[config.mk]
export PLATFORM = sky130hd
export DESIGN_NAME = cpu_fetch_decode
export DESIGN_NICKNAME = d
export VERILOG_FILES = /design/src/hw/cpu_core_pkg.sv /design/src/hw/cpu_fetch_decode.sv
export VERILOG_INCLUDE_DIRS = /design/src /design/src/hw
export SDC_FILE = /design/constraint.sdc
export NUM_CORES = 2
export LEC_CHECK = 0
export BUFFER_PORTS_ARGS = -buffer_cell sky130_fd_sc_hd__clkbuf_2
export CORE_MARGIN = 5
export CORE_UTILIZATION = 40
export CTS_CLUSTER_DIAMETER = 50
export CTS_CLUSTER_SIZE = 30
export DETAILED_ROUTE_END_ITERATION = 12
export PLACE_DENSITY_LB_ADDON = 0.05
export SLEW_MARGIN = 40
export SYNTH_ARGS = -nofsm -noshare
export SYNTH_HDL_FRONTEND = slang
export SYNTH_SLANG_ARGS = --single-unit
export TNS_END_PERCENT = 50
[constraint.sdc]
create_clock -name mclk -period 16.3 [get_ports mclk]
set_clock_uncertainty 0.2 [all_clocks]
set_input_delay 0.815 -clock mclk [delete_from_list [all_inputs] [get_ports mclk]]
set_output_delay 0.815 -clock mclk [all_outputs]
set_load 0.01 [all_outputs]
[src/hw/cpu_core_map.svh]
// address map, field positions and reset values for the fetch and data space decode core
// Function
// - next instruction is fetched while the current one executes
// - one instruction completes every clock in the normal case
// - alu takes two registers, register and immediate, or one register
// - result flags register updates after each alu operation except mov and ldi
// - thirty-two eight-bit working registers, all read in one cycle
// - six registers pair into three sixteen-bit pointers for both spaces
// - program and data spaces are separate, each with its own bus
// - data decoder splits space into io, eeprom window, sram, external ram
// - all peripheral registers decode within the lowest four kilobytes
// - lowest sixty-four io addresses reachable directly and at data zero
// - extended io reachable only by data space load and store forms
// - data window 0x1000 to 0x1fff is reserved for eeprom mapping
// - first internal sram location is at data address 0x2000
// - instructions come only from program memory, never from sram
// - self program store acts only when run from the boot section
// - application, table and boot sections each have own lock bits
// - program and data addresses reach sixteen megabytes each
// - multi-byte io registers are accessed atomically at full width
// - working registers are not reachable in the data space
// - after reset fetching starts at program address zero
`ifndef CPU_CORE_MAP_SVH
`define CPU_CORE_MAP_SVH
`define IO_DIRECT_LAST 24'h00003f
`define IO_SPACE_LAST 24'h000fff
`define EEP_WIN_FIRST 24'h001000
`define EEP_WIN_LAST 24'h001fff
`define SRAM_FIRST 24'h002000
`define RESET_PC 23'h000000
`define PTR_X_LO 5'h1a
`define PTR_Y_LO 5'h1c
`define PTR_Z_LO 5'h1e
`define FLAG_C 0
`define FLAG_Z 1
`define FLAG_N 2
`define FLAG_V 3
`define FLAG_S 4
`define FLAG_H 5
`define FLAGS_RESET 8'h00
`endif

[src/hw/cpu_core_pkg.sv]
// types for the fetch and data space decode core
package cpu_core_pkg;
   typedef enum logic [2:0] {REGION_IO, REGION_EEP, REGION_SRAM, REGION_EXT} region_t;
   typedef enum logic [3:0] {
      OP_NOP, OP_ADD, OP_SUB, OP_AND, OP_OR, OP_XOR, OP_MOV,
      OP_LDI, OP_SUBI, OP_INC, OP_DEC, OP_COM, OP_LOAD, OP_STORE, OP_SPM
   } op_t;
   typedef enum logic [1:0] {AM_DIRECT_IO, AM_DATA_ABS, AM_DATA_PTR} amode_t;
   typedef enum logic [1:0] {PTR_X, PTR_Y, PTR_Z} ptr_t;
   // one decoded instruction word
   typedef struct packed {
      op_t op;
      amode_t amode;
      ptr_t ptr;
      logic [4:0] rd;
      logic [4:0] rr;
      logic [7:0] imm;
      logic [23:0] addr;
      logic wide;
   } instr_t;
   // one data bus request
   typedef struct packed {
      logic req;
      logic we;
      logic wide;
      region_t region;
      logic [23:0] addr;
      logic [15:0] wdata;
   } dreq_t;
   // one self program request
   typedef struct packed {
      logic req;
      logic [22:0] addr;
      logic [15:0] wdata;
   } spm_t;
endpackage

[src/hw/cpu_fetch_decode.sv]
// fetch and execute core with data space decoder and flash section protection
`timescale 1ns/1ps
`include "cpu_core_map.svh"
module cpu_fetch_decode #(
   parameter int unsigned PADDR_W = 23,
   parameter int unsigned DADDR_W = 24,
   parameter logic [22:0] BOOT_START = 23'h010000,
   parameter logic [22:0] TABLE_START = 23'h00f000
) (
   input wire logic mclk,
   input wire logic rst_n,
   input wire cpu_core_pkg::instr_t progData,
   input wire logic progValid,
   input wire logic [15:0] dataRdata,
   input wire logic dataReady,
   input wire logic [5:0] lockBits,
   output logic [22:0] progAddr,
   output logic progRd,
   output cpu_core_pkg::dreq_t dataReq,
   output cpu_core_pkg::spm_t spmReq,
   output logic [7:0] flags,
   output logic accessFault
);
   // address widths beyond sixteen megabytes cannot be served
   if (PADDR_W != 23 || DADDR_W != 24 || BOOT_START <= TABLE_START) begin : g_bad_layout
      $error("cpu_fetch_decode: unsupported address widths or section layout");
   end

   logic [7:0] regFile[32];
   logic [22:0] pc_ff;
   logic [22:0] execPc_ff;
   cpu_core_pkg::instr_t ir_ff;
   logic irValid_ff;
   logic stall;
   logic [7:0] opA;
   logic [7:0] opB;
   logic [8:0] aluRes;
   logic aluWr;
   logic [7:0] nxt_flags;
   logic [15:0] ptrVal;
   logic [23:0] effAddr;
   cpu_core_pkg::region_t effRegion;
   logic memOp;
   logic memFault;
   logic inBoot;
   logic spmOk;
   logic dataPend_ff;
   logic dataIssue;

   localparam logic [23:0] SRAM_BYTES = 24'h004000;

   // regions of the linear data space
   function automatic cpu_core_pkg::region_t region_of(input logic [23:0] a);
      if (a <= `IO_SPACE_LAST) begin
         region_of = cpu_core_pkg::REGION_IO;
      end else if (a >= `EEP_WIN_FIRST && a <= `EEP_WIN_LAST) begin
         region_of = cpu_core_pkg::REGION_EEP;
      end else if (a >= `SRAM_FIRST && a < `SRAM_FIRST + SRAM_BYTES) begin
         region_of = cpu_core_pkg::REGION_SRAM;
      end else begin
         region_of = cpu_core_pkg::REGION_EXT;
      end
   endfunction

   // pointer pair read from two working registers
   function automatic logic [15:0] pair_of(input logic [4:0] lo, input logic [7:0] rf[32]);
      pair_of = {rf[lo + 5'h01], rf[lo]};
   endfunction

   // a data access waits for the data bus unless it faults; everything else runs every cycle
   assign memOp = irValid_ff && (ir_ff.op == cpu_core_pkg::OP_LOAD ||
                                 ir_ff.op == cpu_core_pkg::OP_STORE);
   assign stall = memOp && !memFault && !dataReady;
   // a request goes out once per access; the pending flag blocks a repeat
   assign dataIssue = memOp && !memFault && !dataPend_ff && !dataReady;

   // program counter and prefetch of the next word during execution
   always_ff @(posedge mclk or negedge rst_n) begin
      if (!rst_n) begin
         pc_ff <= `RESET_PC;
         ir_ff <= '0;
         irValid_ff <= 1'b0;
         execPc_ff <= `RESET_PC;
      end else if (!stall) begin
         ir_ff <= progData;
         irValid_ff <= progValid;
         execPc_ff <= pc_ff;
         if (progValid) begin
            pc_ff <= pc_ff + 23'h000001;
         end
      end
   end

   // the program bus address is the fetch counter itself
   always_ff @(posedge mclk or negedge rst_n) begin
      if (!rst_n) begin
         progAddr <= `RESET_PC;
         progRd <= 1'b0;
      end else begin
         progAddr <= (!stall && progValid) ? pc_ff + 23'h000001 : pc_ff;
         progRd <= 1'b1;
      end
   end

   // operand selection: two registers, register and immediate, or one register
   always_comb begin
      opA = regFile[ir_ff.rd];
      unique case (ir_ff.op)
         cpu_core_pkg::OP_LDI, cpu_core_pkg::OP_SUBI: opB = ir_ff.imm;
         cpu_core_pkg::OP_INC, cpu_core_pkg::OP_DEC: opB = 8'h01;
         default: opB = regFile[ir_ff.rr];
      endcase
   end

   // alu proper
   always_comb begin
      aluWr = irValid_ff;
      unique case (ir_ff.op)
         cpu_core_pkg::OP_ADD, cpu_core_pkg::OP_INC: aluRes = {1'b0, opA} + {1'b0, opB};
         cpu_core_pkg::OP_SUB, cpu_core_pkg::OP_SUBI, cpu_core_pkg::OP_DEC:
            aluRes = {1'b0, opA} - {1'b0, opB};
         cpu_core_pkg::OP_AND: aluRes = {1'b0, opA & opB};
         cpu_core_pkg::OP_OR: aluRes = {1'b0, opA | opB};
         cpu_core_pkg::OP_XOR: aluRes = {1'b0, opA ^ opB};
         cpu_core_pkg::OP_COM: aluRes = {1'b1, ~opA};
         cpu_core_pkg::OP_MOV, cpu_core_pkg::OP_LDI: aluRes = {1'b0, opB};
         default: begin
            aluRes = 9'h000;
            aluWr = 1'b0;
         end
      endcase
   end

   // result flags follow each arithmetic or logic result
   always_comb begin
      nxt_flags = flags;
      if (aluWr && ir_ff.op != cpu_core_pkg::OP_MOV && ir_ff.op != cpu_core_pkg::OP_LDI) begin
         nxt_flags[`FLAG_Z] = (aluRes[7:0] == 8'h00);
         nxt_flags[`FLAG_N] = aluRes[7];
         if (ir_ff.op != cpu_core_pkg::OP_INC && ir_ff.op != cpu_core_pkg::OP_DEC) begin
            nxt_flags[`FLAG_C] = aluRes[8];
         end
         unique case (ir_ff.op)
            cpu_core_pkg::OP_ADD, cpu_core_pkg::OP_INC:
               nxt_flags[`FLAG_V] = (opA[7] == opB[7]) && (aluRes[7] != opA[7]);
            cpu_core_pkg::OP_SUB, cpu_core_pkg::OP_SUBI, cpu_core_pkg::OP_DEC:
               nxt_flags[`FLAG_V] = (opA[7] != opB[7]) && (aluRes[7] != opA[7]);
            default: nxt_flags[`FLAG_V] = 1'b0;
         endcase
         nxt_flags[`FLAG_S] = nxt_flags[`FLAG_N] ^ nxt_flags[`FLAG_V];
      end
   end

   always_ff @(posedge mclk or negedge rst_n) begin
      if (!rst_n) begin
         flags <= `FLAGS_RESET;
      end else if (!stall) begin
         flags <= nxt_flags;
      end
   end

   // register file write back: alu results and one- or two-byte loads
   always_ff @(posedge mclk or negedge rst_n) begin
      if (!rst_n) begin
         for (int i = 0; i < 32; i++) begin
            regFile[i] <= 8'h00;
         end
      end else if (aluWr && !stall) begin
         regFile[ir_ff.rd] <= aluRes[7:0];
      end else if (memOp && dataReady && ir_ff.op == cpu_core_pkg::OP_LOAD && !memFault) begin
         regFile[ir_ff.rd] <= dataRdata[7:0];
         if (ir_ff.wide) begin
            regFile[ir_ff.rd + 5'h01] <= dataRdata[15:8];
         end
      end
   end

   // effective data address from an absolute field or a pointer pair
   always_comb begin
      unique case (ir_ff.ptr)
         cpu_core_pkg::PTR_X: ptrVal = pair_of(`PTR_X_LO, regFile);
         cpu_core_pkg::PTR_Y: ptrVal = pair_of(`PTR_Y_LO, regFile);
         default: ptrVal = pair_of(`PTR_Z_LO, regFile);
      endcase
      unique case (ir_ff.amode)
         cpu_core_pkg::AM_DIRECT_IO: effAddr = {18'h00000, ir_ff.addr[5:0]};
         cpu_core_pkg::AM_DATA_PTR: effAddr = {8'h00, ptrVal};
         default: effAddr = ir_ff.addr;
      endcase
      effRegion = region_of(effAddr);
      // direct io form may never reach beyond the lowest sixty-four addresses
      memFault = (ir_ff.amode == cpu_core_pkg::AM_DIRECT_IO) &&
                 (ir_ff.addr > `IO_DIRECT_LAST);
   end

   // data bus request; working registers never appear here
   always_ff @(posedge mclk or negedge rst_n) begin
      if (!rst_n) begin
         dataReq <= '0;
      end else begin
         dataReq.req <= dataIssue;
         dataReq.we <= ir_ff.op == cpu_core_pkg::OP_STORE;
         dataReq.wide <= ir_ff.wide;
         dataReq.region <= effRegion;
         dataReq.addr <= effAddr;
         dataReq.wdata <= {regFile[ir_ff.rd + 5'h01], regFile[ir_ff.rd]};
      end
   end

   // access outstanding on the data bus until the ready answer arrives
   always_ff @(posedge mclk or negedge rst_n) begin
      if (!rst_n) begin
         dataPend_ff <= 1'b0;
      end else if (dataReady) begin
         dataPend_ff <= 1'b0;
      end else if (dataIssue) begin
         dataPend_ff <= 1'b1;
      end
   end

   // section decode and lock bits: [1:0] application, [3:2] table, [5:4] boot
   assign inBoot = execPc_ff >= BOOT_START;
   always_comb begin
      spmOk = inBoot;
      if (ptrVal[15:1] >= TABLE_START[14:0] && {8'h00, ptrVal[15:1]} < BOOT_START) begin
         spmOk = spmOk && !lockBits[2];
      end else if ({8'h00, ptrVal[15:1]} >= BOOT_START) begin
         spmOk = spmOk && !lockBits[4];
      end else begin
         spmOk = spmOk && !lockBits[0];
      end
   end

   // self program store requests and access faults
   always_ff @(posedge mclk or negedge rst_n) begin
      if (!rst_n) begin
         spmReq <= '0;
         accessFault <= 1'b0;
      end else begin
         spmReq.req <= irValid_ff && !stall && ir_ff.op == cpu_core_pkg::OP_SPM && spmOk;
         spmReq.addr <= {8'h00, ptrVal[15:1]};
         spmReq.wdata <= {regFile[5'h01], regFile[5'h00]};
         accessFault <= irValid_ff && !stall &&
                        ((ir_ff.op == cpu_core_pkg::OP_SPM && !spmOk) || (memOp && memFault));
      end
   end

   // reset value of the fetch counter
   property p_reset_pc;
      @(posedge mclk) $rose(rst_n) |-> pc_ff == `RESET_PC;
   endproperty
   a_reset_pc: assert property (p_reset_pc) else $error("fetch did not start at zero");

   // without data stall the fetch counter advances every cycle
   property p_fetch_advance;
      @(posedge mclk) disable iff (!rst_n) (!stall && progValid) |=> pc_ff == $past(pc_ff) + 23'h1;
   endproperty
   a_fetch_advance: assert property (p_fetch_advance) else $error("fetch did not overlap");

   // stall holds the executing word
   property p_stall_hold;
      @(posedge mclk) disable iff (!rst_n) stall |=> $stable(execPc_ff);
   endproperty
   a_stall_hold: assert property (p_stall_hold) else $error("stalled instruction moved");

   // zero flag matches the last add result
   property p_zero_flag;
      @(posedge mclk) disable iff (!rst_n)
         (!stall && aluWr && ir_ff.op == cpu_core_pkg::OP_ADD) |=> flags[`FLAG_Z] == ($past(aluRes[7:0]) == 8'h00);
   endproperty
   a_zero_flag: assert property (p_zero_flag) else $error("zero flag wrong");

   // eeprom window decode
   property p_eep_window;
      @(posedge mclk) disable iff (!rst_n)
         dataReq.req && dataReq.addr >= `EEP_WIN_FIRST && dataReq.addr <= `EEP_WIN_LAST
         |-> dataReq.region == cpu_core_pkg::REGION_EEP;
   endproperty
   a_eep_window: assert property (p_eep_window) else $error("eeprom window misdecoded");

   // io decode below four kilobytes
   property p_io_space;
      @(posedge mclk) disable iff (!rst_n)
         dataReq.req && dataReq.addr <= `IO_SPACE_LAST |-> dataReq.region == cpu_core_pkg::REGION_IO;
   endproperty
   a_io_space: assert property (p_io_space) else $error("io space misdecoded");

   // sram starts at its first address
   property p_sram_start;
      @(posedge mclk) disable iff (!rst_n)
         dataReq.req && dataReq.region == cpu_core_pkg::REGION_SRAM |-> dataReq.addr >= `SRAM_FIRST;
   endproperty
   a_sram_start: assert property (p_sram_start) else $error("sram below first address");

   // self program store only from the boot section
   property p_spm_boot;
      @(posedge mclk) disable iff (!rst_n) spmReq.req |-> $past(execPc_ff) >= BOOT_START;
   endproperty
   a_spm_boot: assert property (p_spm_boot) else $error("store issued outside boot");

   // direct io form never issues an extended io access
   property p_direct_io;
      @(posedge mclk) disable iff (!rst_n)
         (memOp && ir_ff.amode == cpu_core_pkg::AM_DIRECT_IO && ir_ff.addr > `IO_DIRECT_LAST)
         |=> !dataReq.req && accessFault;
   endproperty
   a_direct_io: assert property (p_direct_io) else $error("extended io reached directly");

   // one request per access, never repeated while the answer is awaited
   property p_req_once;
      @(posedge mclk) disable iff (!rst_n) dataReq.req |=> !dataReq.req;
   endproperty
   a_req_once: assert property (p_req_once) else $error("data request repeated");

   // a waiting access reaches the data bus at the next edge
   property p_req_issue;
      @(posedge mclk) disable iff (!rst_n)
         (memOp && !memFault && !dataPend_ff && !dataReady) |=> dataReq.req;
   endproperty
   a_req_issue: assert property (p_req_issue) else $error("data request not issued");

   // internal sram decode
   property p_sram_region;
      @(posedge mclk) disable iff (!rst_n)
         dataReq.req && dataReq.addr >= `SRAM_FIRST &&
         dataReq.addr < `SRAM_FIRST + SRAM_BYTES |-> dataReq.region == cpu_core_pkg::REGION_SRAM;
   endproperty
   a_sram_region: assert property (p_sram_region) else $error("sram misdecoded");

   // everything above the sram goes to the external interface
   property p_ext_region;
      @(posedge mclk) disable iff (!rst_n)
         dataReq.req && dataReq.addr >= `SRAM_FIRST + SRAM_BYTES
         |-> dataReq.region == cpu_core_pkg::REGION_EXT;
   endproperty
   a_ext_region: assert property (p_ext_region) else $error("external ram misdecoded");

   // a refused store-program raises the fault and sends nothing
   property p_spm_refused;
      @(posedge mclk) disable iff (!rst_n)
         (irValid_ff && !stall && ir_ff.op == cpu_core_pkg::OP_SPM && !spmOk)
         |=> accessFault && !spmReq.req;
   endproperty
   a_spm_refused: assert property (p_spm_refused) else $error("locked store not refused");

   // a faulting direct io access never waits for the data bus
   property p_fault_no_wait;
      @(posedge mclk) disable iff (!rst_n) (memOp && memFault) |-> !stall;
   endproperty
   a_fault_no_wait: assert property (p_fault_no_wait) else $error("refused access stalled");
endmodule // cpu_fetch_decode

==> reports/metrics.cfg <==
[run]
cap_viol_max_count=0

[layout]
drive_gt1_share_pct=23.24
final_common_cell=dfrtp_1
final_cell_mix=dfrtp_1 (437), nor2_1 (365), mux2i_1 (316)
fin_nets=2953
fill_cells=6832
regArea_sq_um=11180
multi_input_area_sq_um=18050
area_delta_synth_final_pct=14.13
final_core_util_pct=46.25

[detailed_routing]
wl_um=135300
wl_per_cell_um=34.94
firstDrtPassIters=5
routed.top_layer=met5
dr.first_iter.drc_count=3773
wl_met1_um=52720
vias=27600
drc=0
met3RoutedLength_um=14590
vias_per_cell=7.127
wl_met2_um=59510
antenna_left=0

[worst_setup_path]
crit_path_top_delay_cell=dfrtp_2
arrival_ns=7.40
crit_path_end_kind=flop
startpoint=ir_ff[34]
rrSetupSlack_ns=9.23
path_cells=buf_4 > mux4_2 > mux2i_1 > mux4_2 > o21ai_0 > inv_1 > ha_1 > nor2_1 > xnor2_1 > ha_1 > nor2b_1 > o31a_1 > o21ai_0 > nand2_1 > xor2_1 > a211o_2 > buf_4 > a221o_1
cp_max_fo=36
cp-start-kind=flop
max_stage_delay_ns=0.83
required_ns=16.63
reg2reg_depth=18
crit_type=reg -> reg
reg2reg_from=ir_ff[34]
r2r_end=regFile[190]

[timing]
worst_pin_slew_ns=0.9325
finalMaxSlewViolations=0
setup_ws_ns=9.231
setup_viol=0
setup-tns-final_ns=0
fin_crit_ns=7.069
grt_setup_unrepaired=no
max_freq_mhz=141.5
finalHoldWorstSlack_ns=-0.03129
finalCritPeriodShare_pct=43.37
timing.slew.headroom_pct=37.70
finalHoldViolations=9

[cts]
hold_buffers=0
cts_tree=yes
clock_path_buffers=3
cts_root_buffer=clkbuf_16
h-tree-depth=3
cts_inserted_buffers=71
cts_resized=0
path_clk_slew_ns=0.06
insertion_delay_ns=0.63
post-cts-setup-buffers=0
clock-sinks=446

[die]
die_w_um=285.1
dieArea_sq_um=81270
die_h_um=285.1
start_util_pct=40.52
coreArea_sq_um=74700
ios=196
num_rows=100

[logic_synthesis]
synth_area_per_cell_sq_um=10.81
synth-adder-area-share_pct=1.430
synth.cell_area_sq_um=30270
synth_flop_cell=dfrtp_1
muxShareOfSynthArea_pct=26.97
synth_top_area_cell=dfrtp_1
yosys_warnings=0
ys_seq_elements=446
synth_compound_area_share_pct=19.20
synth_xor_area_share_pct=1.186
ys_types=70
synth_area_leaders=dfrtp_1 (37%), mux4_2 (13%), mux2i_1 (10%)
yosysSeqAreaShare_pct=36.87
synth_edf_count=0
syn_inst=2799
synthArstFlopShare_pct=100.0
synth_top_family_by_area=multiplexers
yosys.area.top_type_share_pct=36.87
synthSimpleGateAreaFrac_pct=10.00

[grt]
track_usage_pct=32.11
antenna_found_initial=8
grt_pass1_vias=26780
grt_max_degree=91
grt_pass1_wl_um=194100
grt-ovfl-total=0

[power_and_ir_drop]
p_per_area_nw_per_um2=143.4
worst_ir_drop_vdd_v=0.00007234
total_leakage_power_nw=14.74

[placed_design]
dpl_worst_slack_ns=9.415
place_congestion=0.9539
dp_hpwl_um=85650
portBuffers=179

[worst_hold_path]
hold_class=in -> async

[status]
violations=hold timing
status=complete, but fails checks

==> synth_stat cells, types with 3 or more instances <==
cell	count
and2_1	17
a22oi_1	36
a22o_1	10
nand2_1	117
nor4_1	7
mux2i_1	316
o21a_1	4
a221o_1	258
buf_4	15
ha_1	33
nor2_1	379
and3_1	9
a221oi_1	6
nand2b_1	9
nor3b_1	5
mux2_2	63
a21o_1	3
xor2_1	7
o22ai_1	15
nand3_1	52
mux4_2	173
a211o_1	4
inv_1	28
nand4_1	13
o21ai_0	38
a21oi_1	27
nor3_1	36
nor2b_1	19
o32ai_1	3
nand3b_1	4
clkbuf_1	187
buf_1	34
or3_1	7
buf_2	43
or2_2	6
dfrtp_1	446
xnor2_1	34
a31oi_1	16
o211ai_1	3
a211oi_1	259
mux4_1	15
o21ai_1	4
==> kinds of logic (layout without fill, tap and decap cells) <==
family | after synthesis | after routing
AOI/OAI and AO/OA | 707 | 707
xor gates and xnor gates | 41 | 41
DFF | 446 | 446
and+or+nand+nor | 692 | 692
adders and majority gates | 34 | 34
muxes | 567 | 567
buffers and inverters | 310 | 400
other | 2 | 17
==> state kept, by name, summed over array words and instances, names as in the netlist <==
name / count
accessFault: 1
dataPend_ff: 1
dataReq: 45
execPc_ff: 7
flags: 5
irValid_ff: 1
ir_ff: 51
pc_ff: 23
progAddr: 23
progRd: 1
regFile: 256
spmReq: 32
==> where the power goes <==
part | leakage, nW | internal, mW | switching, mW
clock network | 1.25 | 0.981 | 0.651
registers | 5.88 | 1.36 | 0.444
logic | 7.61 | 0.659 | 0.859
total | 14.7 | 3.00 | 1.95
==> critical path: cells and delay by family (launching register included) <==
family                     cells  cell delay (ns)
AOI/OAI and AO/OA              5             1.93
xor gates and xnor gates       2             0.45
adders and majority gates      2             0.59
buffers and inverters          3             1.39
DFF                            1             0.83
muxes                          3             1.12
and+or+nand+nor                3             0.41
==> layer usage <==
metal | vias to the layer above | global-route usage (%)
met4 | 6 | 16.56
met1 | 14100 | 43.36
met3 | 457 | 7.444
met5 | - | 0
li1 | 11150 | -
met2 | 1895 | 48.46
==> metrics by stage <==
step | cells | power, mW | hold WS, ns | cell area, sq um
5_1_grt | 3872 | 5.090 | 0.03528 | 34540
3_5_place_dp | 3738 | 3.256 | 0.2346 | 31950
2_1_floorplan | 2810 | 2.524 | 0.1996 | 30310
6_report | 3873 | 4.952 | -0.03129 | 34540
4_1_cts | 3869 | 4.903 | 0.005321 | 34500
3_3_place_gp | 3737 | 3.215 | 0.2254 | 31810
==> worst max path at each step <==
stage	to	cells after the start	slack (ns)
floorplan	dataReq[11]	13	11.11
global placement	regFile[86]	18	9.09
detailed placement	regFile[94]	18	9.42
CTS	regFile[190]	18	9.38
global route	regFile[190]	18	9.03
finish	regFile[190]	18	9.23
==> layout make-up <==
class	count	area share [%]
clock buffer	77	5.419
timing repair buffer	241	4.165
inverter	28	0.3042
clock inverter	54	1.960
antenna	4	0.02898
tap	969	3.510
multi-input combinational	2054	52.25
sequential	446	32.36
(Power assumes the default switching activity.)
